`src/hw/eas_map.vh`:
```
// Purpose: constants for the smart sequencer
// Assumes: included by bare name
// Notes:   definitions only
`ifndef EAS_MAP_VH
`define EAS_MAP_VH
// ----------------------------------------
// sizes
// ----------------------------------------
`define EAS_MAX_STEPS     20
`define EAS_IDX_W         5
`define EAS_CMP_NUM       4
`define EAS_LR_NUM        4
`define EAS_VAR_W         16
`define EAS_STAT_W        8
// ----------------------------------------
// event source select codes (bits 4:3 kind, 2:0 index)
// ----------------------------------------
`define EAS_SRC_W         5
`define EAS_SRC_STATUS    2'h0
`define EAS_SRC_LOGIC     2'h1
`define EAS_SRC_COMP      2'h2
`define EAS_SRC_TRUE      2'h3
// ----------------------------------------
// comparator operators
// ----------------------------------------
`define EAS_CMP_LT        2'h0
`define EAS_CMP_EQ        2'h1
`define EAS_CMP_GT        2'h2
// ----------------------------------------
// logic rule operators
// ----------------------------------------
`define EAS_LOP_AND       2'h0
`define EAS_LOP_OR        2'h1
`define EAS_LOP_AND_NOT   2'h2
`define EAS_LOP_OR_NOT    2'h3
`define EAS_LIN_W         4
`endif

```
`src/hw/eas_logic_rule.v`:
```
// Purpose: one three-input boolean logic rule
// Assumes: inputs already on sys_clk
// Notes:   result registered
`timescale 1ns/100ps
`default_nettype none
`include "eas_map.vh"
module eas_logic_rule (
    // clock and reset
    input  wire       sys_clk,
    input  wire       sys_rst,
    // operands and operators
    input  wire [2:0] in_bits,
    input  wire [1:0] op_a,
    input  wire [1:0] op_b,
    // result
    output reg        result_ff
);
    reg ab;
    reg abc;
    // ----------------------------------------
    // combine up to three inputs
    // ----------------------------------------
    always @* begin
        case (op_a)
            `EAS_LOP_AND:     ab = in_bits[0] & in_bits[1];
            `EAS_LOP_OR:      ab = in_bits[0] | in_bits[1];
            `EAS_LOP_AND_NOT: ab = in_bits[0] & ~in_bits[1];
            default:          ab = in_bits[0] | ~in_bits[1];
        endcase
        case (op_b)
            `EAS_LOP_AND:     abc = ab & in_bits[2];
            `EAS_LOP_OR:      abc = ab | in_bits[2];
            `EAS_LOP_AND_NOT: abc = ab & ~in_bits[2];
            default:          abc = ab | ~in_bits[2];
        endcase
    end
    always @(posedge sys_clk) begin
        if (sys_rst)
            result_ff <= 1'b0;
        else
            result_ff <= abc;
    end
endmodule
`default_nettype wire

```
`src/hw/eas_smart_sequencer.v`:
```
// Purpose: event/action smart sequencer for a motor drive
// Assumes: scan_tick, variables and config on sys_clk; dig_in from pins
// Notes:   one event tested per scan tick
//
// Function
// - action fires only when paired event true
// - event n triggers action n, zero based
// - after action, advance to next index
// - exactly one event evaluated at a time
// - false event: no action, same index
// - on start only event zero is tested
// - step count configurable from one to twenty
// - after last action wrap to zero
// - event is status, logic rule, comparator or always true
// - comparator: variable against fixed preset
// - logic rule: three inputs, AND OR NOT
`timescale 1ns/100ps
`default_nettype none
`include "eas_map.vh"
module eas_smart_sequencer #(
    parameter MAX_STEPS = `EAS_MAX_STEPS,
    parameter IDX_W     = `EAS_IDX_W,
    parameter VAR_W     = `EAS_VAR_W,
    parameter STAT_W    = `EAS_STAT_W,
    parameter ACT_W     = 8
) (
    // clock and reset
    input  wire                              sys_clk,
    input  wire                              sys_rst,
    // control
    input  wire                              seq_start,
    input  wire                              seq_stop,
    input  wire                              scan_tick,
    input  wire [IDX_W-1:0]                  step_count,
    // event sources
    input  wire [STAT_W-1:0]                 status_bits,
    input  wire [3:0]                        dig_in,
    input  wire [4*VAR_W-1:0]                cmp_var,
    input  wire [4*VAR_W-1:0]                cmp_preset,
    input  wire [7:0]                        cmp_op,
    input  wire [4*3*`EAS_LIN_W-1:0]         lr_sel,
    input  wire [15:0]                       lr_op,
    // step program, one entry per index
    input  wire [MAX_STEPS*`EAS_SRC_W-1:0]   event_sel,
    input  wire [MAX_STEPS*ACT_W-1:0]        action_code,
    // outputs
    output reg                               running_ff,
    output reg  [IDX_W-1:0]                  step_idx_ff,
    output reg                               action_fire_ff,
    output reg  [ACT_W-1:0]                  action_out_ff,
    output reg  [IDX_W-1:0]                  action_idx_ff,
    output reg  [3:0]                        cmp_res_ff,
    output reg  [3:0]                        lr_res_ff
);
    localparam ST_IDLE = 2'b01;
    localparam ST_RUN  = 2'b10;

    reg  [1:0]                 state_ff;
    reg  [1:0]                 nxt_state;
    reg  [IDX_W-1:0]           nxt_idx;
    reg                        nxt_fire;
    reg  [3:0]                 din_s1_ff;
    reg  [3:0]                 din_s2_ff;
    reg                        ev_true_ff;
    reg  [3:0]                 nxt_cmp;
    reg  [15:0]                lr_pool;
    reg  [`EAS_SRC_W-1:0]      cur_sel;
    reg                        cur_true;
    reg  [IDX_W-1:0]           last_idx;
    wire [3:0]                 lr_wire;
    integer                    i;
    genvar                     g;

    // ----------------------------------------
    // pin synchroniser for digital inputs
    // ----------------------------------------
    always @(posedge sys_clk) begin
        if (sys_rst) begin
            din_s1_ff <= 4'h0;
            din_s2_ff <= 4'h0;
        end else begin
            din_s1_ff <= dig_in;
            din_s2_ff <= din_s1_ff;
        end
    end

    // ----------------------------------------
    // comparators
    // ----------------------------------------
    always @* begin
        for (i = 0; i < 4; i = i + 1) begin
            case (cmp_op[2*i +: 2])
                `EAS_CMP_LT: nxt_cmp[i] = cmp_var[VAR_W*i +: VAR_W]
                                          < cmp_preset[VAR_W*i +: VAR_W];
                `EAS_CMP_EQ: nxt_cmp[i] = cmp_var[VAR_W*i +: VAR_W]
                                          == cmp_preset[VAR_W*i +: VAR_W];
                `EAS_CMP_GT: nxt_cmp[i] = cmp_var[VAR_W*i +: VAR_W]
                                          > cmp_preset[VAR_W*i +: VAR_W];
                default:     nxt_cmp[i] = 1'b0;
            endcase
        end
    end

    always @(posedge sys_clk) begin
        if (sys_rst)
            cmp_res_ff <= 4'h0;
        else
            cmp_res_ff <= nxt_cmp;
    end

    // ----------------------------------------
    // logic rules
    // ----------------------------------------
    // input pool: 0-3 comparators, 4-7 digital inputs,
    // 8-11 status bits, 12 last event, 13-15 rules 0 to 2
    always @* begin
        lr_pool        = 16'h0000;
        lr_pool[3:0]   = cmp_res_ff;
        lr_pool[7:4]   = din_s2_ff;
        lr_pool[11:8]  = status_bits[3:0];
        lr_pool[12]    = ev_true_ff;
        lr_pool[15:13] = lr_res_ff[2:0];
    end

    generate
        for (g = 0; g < 4; g = g + 1) begin : gen_lr
            eas_logic_rule u_rule (
                .sys_clk   (sys_clk),
                .sys_rst   (sys_rst),
                .in_bits   ({lr_pool[lr_sel[(3*g+2)*`EAS_LIN_W +: `EAS_LIN_W]],
                             lr_pool[lr_sel[(3*g+1)*`EAS_LIN_W +: `EAS_LIN_W]],
                             lr_pool[lr_sel[(3*g)*`EAS_LIN_W +: `EAS_LIN_W]]}),
                .op_a      (lr_op[4*g +: 2]),
                .op_b      (lr_op[4*g+2 +: 2]),
                .result_ff (lr_wire[g])
            );
        end
    endgenerate

    always @(posedge sys_clk) begin
        if (sys_rst)
            lr_res_ff <= 4'h0;
        else
            lr_res_ff <= lr_wire;
    end

    // ----------------------------------------
    // current event: only the indexed one is tested
    // ----------------------------------------
    always @* begin
        cur_sel = event_sel[step_idx_ff*`EAS_SRC_W +: `EAS_SRC_W];
        case (cur_sel[4:3])
            `EAS_SRC_STATUS: cur_true = status_bits[cur_sel[2:0]];
            `EAS_SRC_LOGIC:  cur_true = lr_wire[cur_sel[1:0]];
            `EAS_SRC_COMP:   cur_true = cmp_res_ff[cur_sel[1:0]];
            default:         cur_true = 1'b1;
        endcase
    end

    // ----------------------------------------
    // step count clamp to 1..MAX_STEPS
    // ----------------------------------------
    always @* begin
        if (step_count == {IDX_W{1'b0}})
            last_idx = {IDX_W{1'b0}};
        else if (step_count > MAX_STEPS[IDX_W-1:0])
            last_idx = MAX_STEPS[IDX_W-1:0] - 1'b1;
        else
            last_idx = step_count - 1'b1;
    end

    // ----------------------------------------
    // sequencer state machine
    // ----------------------------------------
    always @* begin
        nxt_state = state_ff;
        nxt_idx   = step_idx_ff;
        nxt_fire  = 1'b0;
        case (state_ff)
            ST_IDLE: begin
                if (seq_start) begin
                    nxt_state = ST_RUN;
                    nxt_idx   = {IDX_W{1'b0}};
                end
            end
            ST_RUN: begin
                if (seq_stop) begin
                    nxt_state = ST_IDLE;
                end else if (seq_start) begin
                    nxt_idx = {IDX_W{1'b0}};
                end else if (scan_tick && cur_true) begin
                    nxt_fire = 1'b1;
                    if (step_idx_ff >= last_idx)
                        nxt_idx = {IDX_W{1'b0}};
                    else
                        nxt_idx = step_idx_ff + 1'b1;
                end
                // false event keeps index and fires nothing
            end
            default: begin
                nxt_state = ST_IDLE;
                nxt_idx   = {IDX_W{1'b0}};
            end
        endcase
    end

    always @(posedge sys_clk) begin
        if (sys_rst) begin
            state_ff       <= ST_IDLE;
            running_ff     <= 1'b0;
            step_idx_ff    <= {IDX_W{1'b0}};
            action_fire_ff <= 1'b0;
            action_out_ff  <= {ACT_W{1'b0}};
            action_idx_ff  <= {IDX_W{1'b0}};
            ev_true_ff     <= 1'b0;
        end else begin
            state_ff       <= nxt_state;
            running_ff     <= (nxt_state == ST_RUN);
            step_idx_ff    <= nxt_idx;
            action_fire_ff <= nxt_fire;
            if (scan_tick && state_ff == ST_RUN)
                ev_true_ff <= cur_true;
            if (nxt_fire) begin
                action_out_ff <= action_code[step_idx_ff*ACT_W +: ACT_W];
                action_idx_ff <= step_idx_ff;
            end
        end
    end
endmodule
`default_nettype wire

```
`config.mk`:
```
export PLATFORM = sky130hd
export DESIGN_NAME = eas_smart_sequencer
export DESIGN_NICKNAME = d
export VERILOG_FILES = /design/src/hw/eas_logic_rule.v /design/src/hw/eas_smart_sequencer.v
export VERILOG_INCLUDE_DIRS = /design/src /design/src/hw
export SDC_FILE = /design/constraint.sdc
export NUM_CORES = 1
export LEC_CHECK = 0
export BUFFER_PORTS_ARGS = -buffer_cell sky130_fd_sc_hd__buf_2
export CELL_PAD_IN_SITES_DETAIL_PLACEMENT = 1
export CELL_PAD_IN_SITES_GLOBAL_PLACEMENT = 1
export CORE_AREA = 4 4 194 196
export CTS_BUF_LIST = sky130_fd_sc_hd__clkbuf_8
export DETAILED_ROUTE_END_ITERATION = 8
export DIE_AREA = 0 0 198 200
export GPL_TIMING_DRIVEN = 0
export PLACE_DENSITY = 0.64
export SYNTH_ARGS = -nofsm -noshare
export SYNTH_HDL_FRONTEND = slang
export SYNTH_HIERARCHICAL = 1
export SYNTH_SLANG_ARGS = --single-unit
```
`constraint.sdc`:
```
create_clock -name sys_clk -period 4.2 [get_ports sys_clk]
set_input_delay 0.84 -clock sys_clk [delete_from_list [all_inputs] [get_ports sys_clk]]
set_output_delay 0.84 -clock sys_clk [all_outputs]
set_load 0.05 [all_outputs]
```
==> results.txt, run 1 <==
- The run finished with clean final reports.
- For the pin with the worst max-slew slack, the measured transition is 1.05 ns.
- Fill cells in the final layout number 4,352.
- Placed cell count: 1,674
* Final critical delay including setup and external delays: 3.80 ns
* Required arrival time at the worst endpoint: 4.37 ns
* End of the worst register-to-register path: action_out_ff[3]$_SDFFE_PP0P_
* Flop2flop setup slack: 0.40 ns
- Cell at the root of the clock tree: sky130_fd_sc_hd__clkbuf_8
* Maximum clock insertion buffer count: 2
- Share of layout cells above drive strength 1: 0.561
- Row count: 70
- Along the worst hold path, the cell count comes to 1.
* Largest net degree at the start of global routing: 14
* Startpoint type of the worst setup path: flip-flop
- Post-CTS repair changed the size of 0 cells.
- TritonCTS clock tree: built
* Final design area excluding fillers: 10,700 µm²
- In this run the most critical hold path is launched from din_s1_ff[2]$_SDFF_PP0_.
- The total count of max-transition violations in the final report was 0.
- The synthesized netlist occupies a cell area of 7460 µm².
- The critical path is of the flip-flop to flip-flop type.
- Post-route non-filler standard cell count: 1,688
- The floorplan step set the die height to 200 µm.
- For the final database, setup skew stands at 0.0130 ns.
- Of the post-synthesis cell area, the dominant cell type holds 0.371.
- The synthesized design contains 43 register bits.
* Placement-stage cell area: 10,600 µm²
* Initial Utilization: 0.207
- Among all flip-flop cells after synthesis, the most frequent one is sky130_fd_sc_hd__dfxtp_1.
* Critical Path, Cell by Cell: buf_4 > mux4_2 > nor2_1 > a2bb2oi_1 > and2_1 > buf_4 > a211oi_1 > a211oi_1 > o31a_1 > nand2_4 > buf_6 > a221oi_2 > a211oi_2
- Max_slew headroom: 0.300
- First-pass iteration count of the detailed router: 5
- Final setup TNS: 0 ns
- Die area: 39,600 µm²
- Count of unique library cells instantiated by Yosys: 57
* Peak Freq: 0.263 GHz
- Yosys instantiated no cell more often than sky130_fd_sc_hd__mux4_2.
- Cells on worst reg2reg path: 13
- After floorplanning, the core was sized to cover 36,100 µm².
* Clk sink count: 43
- RePlAce Congestion: 0.932
* Delay of the slowest cell on the worst path: 0.59 ns
* Register area share after synthesis: 0.115
- In this run the count of I/O pins placed on the die edge is 510.
* Critical Path Sink Type: flip-flop
- In the final routed layout, each cell accounts on average for 23.4 µm.
- After technology mapping, the gate count stands at 697.
* Cell with the biggest individual delay on the critical path: sky130_fd_sc_hd__dfxtp_1
- Number of vias per cell after detailed routing: 4.94
- Layout area overhead: 43.3%
- Number of DRC markers after the initial detailed-route iteration: 465
- Crit path DAT: 3.98 ns
* Final HPWL DP: 34,900 µm
- Wires add up to 39,400 µm.
- Synthesis produced a netlist with a net count of 1,253.
* Unrepaired setup endpoints after global routing: false
- Die X-Extent: 198 µm
* Via count of the first global-routing pass: 9,026
- Source of the worst register-to-register timing path: step_idx_ff[2]$_SDFFE_PP0P_
- Counting flops with a built-in enable in the synthesized netlist gives 0.
* Via count: 8,342
- In the post-synthesis netlist, the biggest area contributors are sky130_fd_sc_hd__mux4_2 (37%), sky130_fd_sc_hd__ha_1 (12%), sky130_fd_sc_hd__dfxtp_1 (12%), sky130_fd_sc_hd__mux2i_1 (4.6%), sky130_fd_sc_hd__inv_1 (4.4%).
- Hold violation total from the final report: 0
- Across the run, the number of max-cap violations was 0.
* Post-synthesis async set-or-reset flop share: 0
- H-tree levels: 2
- Worst-Skew Late Latency: 0.31 ns
* Final Hold Slack: 0.448 ns
- List of most frequent post-synthesis cells: sky130_fd_sc_hd__mux4_2 (123), sky130_fd_sc_hd__inv_1 (88), sky130_fd_sc_hd__ha_1 (74), sky130_fd_sc_hd__dfxtp_1 (43), sky130_fd_sc_hd__mux2i_1 (34)
- After clock tree synthesis, the clock-pin slew on the worst setup and hold paths is 0.10 ns.
- Dividing the synthesized area by the synthesized cell count gives 10.7 µm².
* Final ANT Viol Nets: 0
- TritonCTS Buffers: 5
* Port Buffer Count: 509
- The first global-routing pass estimated 56,800 µm of wire.
* Total power density per cell area: 154 nW/µm²
- In this run the post-CTS setup repair buffer count came out at 0.
- The path with the worst hold slack has its endpoint at din_s2_ff[2]$_SDFF_PP0_.
- Tot GR Track Use: 0.190
- Overflow left after global routing: 0
- Setup violations remaining at the end of the flow were counted as 0.
* Total leakage power: 0.00512 µW
- Total of warnings raised by yosys: 6
- The tightest min-delay check is of the flip-flop to flip-flop type.
* Share of the clock period used by the worst path after layout: 0.905
* Post-placement setup slack: 0.0986 ns
- Final net count: 1,769
- Across the VDD grid, the largest voltage drop is 89.4 µV.
- In this run the worst path has a maximum fanout of 10.
- After detailed routing, the number of remaining DRC violations is 0.
* Cts hold-fix bufs: 0
- Antenna violations before repair: 12
- Of all cell types, the one taking the most synthesized area is sky130_fd_sc_hd__mux4_2.
* Minimum setup slack in the final design: 0.399 ns
## report_power, final
part	leakage, µW	internal (µW)	switching, µW
Clock	0.0000454	114	167
Combinational	0.00472	480	428
Sequential	0.000351	434	21.4
## logic make-up after synthesis
family | synth area share
XOR/XNOR | 0.00469
AO/OA/AOI/OAI | 0.140
flip-flops | 0.115
adder cells (fa/ha/maj) | 0.124
AND/OR/NAND/NOR | 0.103
buffers and inverters | 0.0790
multiplexers | 0.433
## routing by layer
metal / up-vias / GRT usage / routed length, µm
li1: 3790 / - / -
met1: 4076 / 0.246 / 16400
met2: 417 / 0.338 / 19600
met3: 51 / 0.0401 / 2950
met4: 8 / 0.0263 / 455
met5: - / 0 / 42
## through the flow
stage | utilization | power (µW)
after detailed placement | 0.294 | 1380
after floorplan | - | 955
after global routing | 0.296 | 1770
after CTS | 0.296 | 1680
final | 0.296 | 1650
after global placement | 0.294 | 1350
## critical path, delay by kind of cell (launching register included)
kind	cells	cell delay [ns]
AO/OA/AOI/OAI	6	1.60
flip-flops	1	0.59
multiplexers	1	0.35
buffers and inverters	3	0.67
AND/OR/NAND/NOR	3	0.45
## registers in the layout (all words and copies together), names as in the netlist
register,cells
gen_lr.u_rule/result_ff,4
state_ff,2
ev_true_ff,1
cmp_res_ff,4
action_out_ff,8
din_s2_ff,4
action_fire_ff,1
action_idx_ff,5
step_idx_ff,5
lr_res_ff,4
din_s1_ff,4
running_ff,1
## cell usage in the layout (no fill, tap or decap), types with 6 or more instances in the layout
| cell type | synthesis | layout |
|---|---|---|
| sky130_fd_sc_hd__a211oi_1 | 6 | 6 |
| sky130_fd_sc_hd__a211oi_2 | 7 | 7 |
| sky130_fd_sc_hd__a21o_1 | 10 | 10 |
| sky130_fd_sc_hd__a21oi_1 | 23 | 23 |
| sky130_fd_sc_hd__a221oi_2 | 6 | 6 |
| sky130_fd_sc_hd__a22oi_1 | 6 | 6 |
| sky130_fd_sc_hd__buf_2 | 9 | 518 |
| sky130_fd_sc_hd__buf_6 | 7 | 7 |
| sky130_fd_sc_hd__clkbuf_1 | 23 | 23 |
| sky130_fd_sc_hd__dfxtp_1 | 43 | 43 |
| sky130_fd_sc_hd__diode_2 | 0 | 6 |
| sky130_fd_sc_hd__ha_1 | 74 | 74 |
| sky130_fd_sc_hd__inv_1 | 88 | 89 |
| sky130_fd_sc_hd__mux2i_1 | 34 | 34 |
| sky130_fd_sc_hd__mux4_2 | 123 | 123 |
| sky130_fd_sc_hd__nand2_1 | 18 | 18 |
| sky130_fd_sc_hd__nand3_1 | 8 | 8 |
| sky130_fd_sc_hd__nand4_1 | 14 | 14 |
| sky130_fd_sc_hd__nor2_1 | 33 | 33 |
| sky130_fd_sc_hd__nor2b_1 | 28 | 28 |
| sky130_fd_sc_hd__nor3_1 | 14 | 14 |
| sky130_fd_sc_hd__o21a_1 | 23 | 23 |
| sky130_fd_sc_hd__o21ai_0 | 18 | 18 |
## area by class of cell
class / count / area [µm²] / area share
multi-input combinational: 519 / 6010 / 0.562
tap: 468 / 586 / 0.0547
buffer: 47 / 259 / 0.0242
timing repair buffer: 509 / 2550 / 0.238
sequential: 43 / 861 / 0.0805
antenna: 6 / 15.0 / 0.00140
clock buffer: 5 / 68.8 / 0.00643
inverter: 88 / 330 / 0.0309
clock inverter: 3 / 16.3 / 0.00152
## worst max path at each step
stage / start / to / slack [ns] / depth (start not counted)
after detailed placement: event_sel[30] / step_idx_ff[3]$_SDFFE_PP0P_ / 0.1 / 12
after floorplan: step_idx_ff[0]$_SDFFE_PP0P_ / step_idx_ff[3]$_SDFFE_PP0P_ / 0.96 / 12
after global placement: event_sel[30] / step_idx_ff[3]$_SDFFE_PP0P_ / 0.16 / 12
after CTS: step_idx_ff[3]$_SDFFE_PP0P_ / step_idx_ff[3]$_SDFFE_PP0P_ / 0.23 / 10
final: step_idx_ff[2]$_SDFFE_PP0P_ / action_out_ff[3]$_SDFFE_PP0P_ / 0.40 / 13
after global routing: step_idx_ff[3]$_SDFFE_PP0P_ / step_idx_ff[2]$_SDFFE_PP0P_ / 0.01 / 10
No activity file was read; power rests on OpenSTA's default activity.
==> run 2, diff against run 1 <==
Settings changed: RECOVER_POWER set to 25.
==> results.txt, run 2 (synthesis gave the netlist of run 1 again) <==
- Together, buffers and inverters on the worst path number 3.
- The cell sitting at the root of the clock tree is a sky130_fd_sc_hd__clkbuf_8.
* Post-CTS Setup Bufs: 0
- Number of DRC markers after the initial detailed-route iteration: 452
* Slew at the pin closest to its max-slew limit: 1.03 ns
- IR analysis of the VDD net gives a maximum drop of 86.6 µV.
- Kind of cell adding the most delay to the critical path: compound AO/OA/AOI/OAI gates
- The worst setup path is launched from a flip-flop.
- The later pin in the worst-skew pair is clocked with a latency of 0.31 ns.
- Summing internal, switching and leakage power gives 1640 µW.
- Crit path from: step_idx_ff[1]$_SDFFE_PP0P_
- Dividing the detail-routed wire length by the instance count gives 23.4 µm.
- Critical Path, Cell by Cell: buf_6 > mux4_2 > nor2_1 > a2bb2oi_1 > and2_1 > buf_4 > a211oi_1 > a211oi_1 > o31a_1 > nand2_4 > buf_6 > a221oi_2 > a211oi_2
- For this run, design rule violations remaining after detail routing come to 0.
- The number of cells on the worst reg-to-reg path is 13.
- The largest registers in the layout are action_out_ff x8, action_idx_ff x5, step_idx_ff x5.
- The tightest min-delay check is of the flip-flop to flip-flop type.
- Source of the worst register-to-register timing path: step_idx_ff[1]$_SDFFE_PP0P_
- Counting instances, the worst hold path has a depth of 1.
- Share of layout cells above drive strength 1: 0.557
- Count of filler cells inserted in the layout: 4,356
- At the worst endpoint, the arrival time is 3.97 ns.
- The longest clock path from root to sink contains 2 buffers.
* Final setup TNS: 0 ns
* Max_slew headroom: 0.316
- Summing over every cut layer, the via total after detailed routing is 8,369.
- The first global-routing pass estimated 56,800 µm of wire.
- Final net count: 1,769
- Initial Utilization: 0.207
- The clock tree synthesis step divided the H-tree into 2 levels.
- Final HPWL DP: 34,900 µm
* Tot GR Track Use: 0.190
* Number of cells upsized or downsized after cts: 0
- Via count of the first global-routing pass: 9,026
- Number of vias per cell after detailed routing: 4.96
* Port Buffer Count: 509
- Most used cells in the layout excluding fill and tap cells: sky130_fd_sc_hd__buf_2 (513), sky130_fd_sc_hd__mux4_2 (123), sky130_fd_sc_hd__inv_1 (89)
- Largest net degree at the start of global routing: 14
- Total setup violations reported at the end of the flow: 0
- Once routing completed, OpenROAD measured the worst setup slack at 0.400 ns.
* Height of the die: 200 µm
* TritonCTS Buffers: 5
- The floorplan step defined a die boundary enclosing 39,600 µm².
- Terminating pin of the worst hold path: din_s2_ff[2]$_SDFF_PP0_
- In this run the worst path has a maximum fanout of 10.
* Overflow left after global routing: 0
- The routed design has 39,400 µm of wire.
- The count of nets left with antenna violations once routing finished came out at 0.
- Outcome: completed
- Cts hold-fix bufs: 0
- For this design the static power due to leakage is 0.00509 µW.
* Critical Path Sink Type: flip-flop
- Hold timing on the final database bottoms out at a slack of 0.448 ns.
* Peak Freq: 0.263 GHz
- At the end of routability-driven placement, the weighted congestion stood at 0.932.
* CTS clk-pin slew, worst paths: 0.09 ns
- TritonCTS built the clock tree.
* Kind of critical path: flip-flop to flip-flop
* Flip-flop count of the largest register, all copies and words added: 8
- The endpoint identified for the worst register-to-register timing path is action_out_ff[3]$_SDFFE_PP0P_.
* Total power density per cell area: 154 nW/µm²
- Number of top-level pins: 510
* Max-Cap Viols: 0
- The clock period could shrink to 3.80 ns.
- The initial antenna violation count came to 12.
- Counting flops per register, the top entry is action_out_ff.
- Flop2flop setup slack: 0.40 ns
* Die X-Extent: 198 µm
- From synthesis to final layout, the design area changed by 43.2%.
- Share of the clock period used by the worst path after layout: 0.905
* Cell with the biggest individual delay on the critical path: sky130_fd_sc_hd__dfxtp_1
- OpenSTA, run right after detailed placement, puts the worst setup slack at 0.0986 ns.
- Across the routed clock network, the largest skew measured is 0.0104 ns.
* First-pass iteration count of the detailed router: 5
- Most common cell after layout, fill and taps aside: sky130_fd_sc_hd__buf_2
- Delay of the slowest cell on the worst path: 0.55 ns
* Row count: 70
- After floorplanning, the core was sized to cover 36,100 µm².
* Required arrival time at the worst endpoint: 4.37 ns
* Clk sink count: 43
* Unrepaired setup endpoints after global routing: false
- Launch instance of the worst min-delay path: din_s1_ff[2]$_SDFF_PP0_
- Number of slew-limit violations in the final report: 0
- Hold violation total from the final report: 0
run 2: cell type report:
type,instances,area (µm²),area share
multi-input cells,519,6010,0.563
repair buffers,509,2540,0.238
flip-flops and latches,43,861,0.0806
well taps,468,586,0.0548
inverters,88,330,0.0309
plain buffers,47,259,0.0242
clock buffers,5,68.8,0.00644
clock inverters,3,16.3,0.00152
diodes,5,12.5,0.00117
run 2: report_power, final:
part / internal (µW) / switching, µW / total (µW)
clock network: 114 / 165 / 279
registers: 434 / 21.5 / 455
logic: 479 / 428 / 907
total: 1030 / 614 / 1640
run 2: routing by layer:
layer | track usage | vias up | wire length (µm)
met2 | 0.338 | 408 | 19600
met1 | 0.246 | 4124 | 16400
met4 | 0.0263 | 8 | 414
met5 | 0 | - | 42
met3 | 0.0401 | 42 | 2910
li1 | - | 3787 | -
run 2: through the flow:
| stage | util | std cells | instance area (µm²) |
|---|---|---|---|
| 2_1_floorplan | - | 697 | 7460 |
| 3_3_place_gp | 0.294 | 1674 | 10600 |
| 3_5_place_dp | 0.294 | 1674 | 10600 |
| 4_1_cts | 0.296 | 1682 | 10700 |
| 5_1_grt | 0.296 | 1685 | 10700 |
| 6_report | 0.296 | 1687 | 10700 |
run 2: worst max-delay path by stage:
stage | slack [ns] | depth (start not counted) | end
final | 0.40 | 13 | action_out_ff[3]$_SDFFE_PP0P_
after global placement | 0.16 | 12 | step_idx_ff[3]$_SDFFE_PP0P_
after floorplan | 0.96 | 12 | step_idx_ff[3]$_SDFFE_PP0P_
after global routing | 0.01 | 10 | step_idx_ff[2]$_SDFFE_PP0P_
after detailed placement | 0.1 | 12 | step_idx_ff[3]$_SDFFE_PP0P_
after CTS | 0.23 | 10 | step_idx_ff[3]$_SDFFE_PP0P_
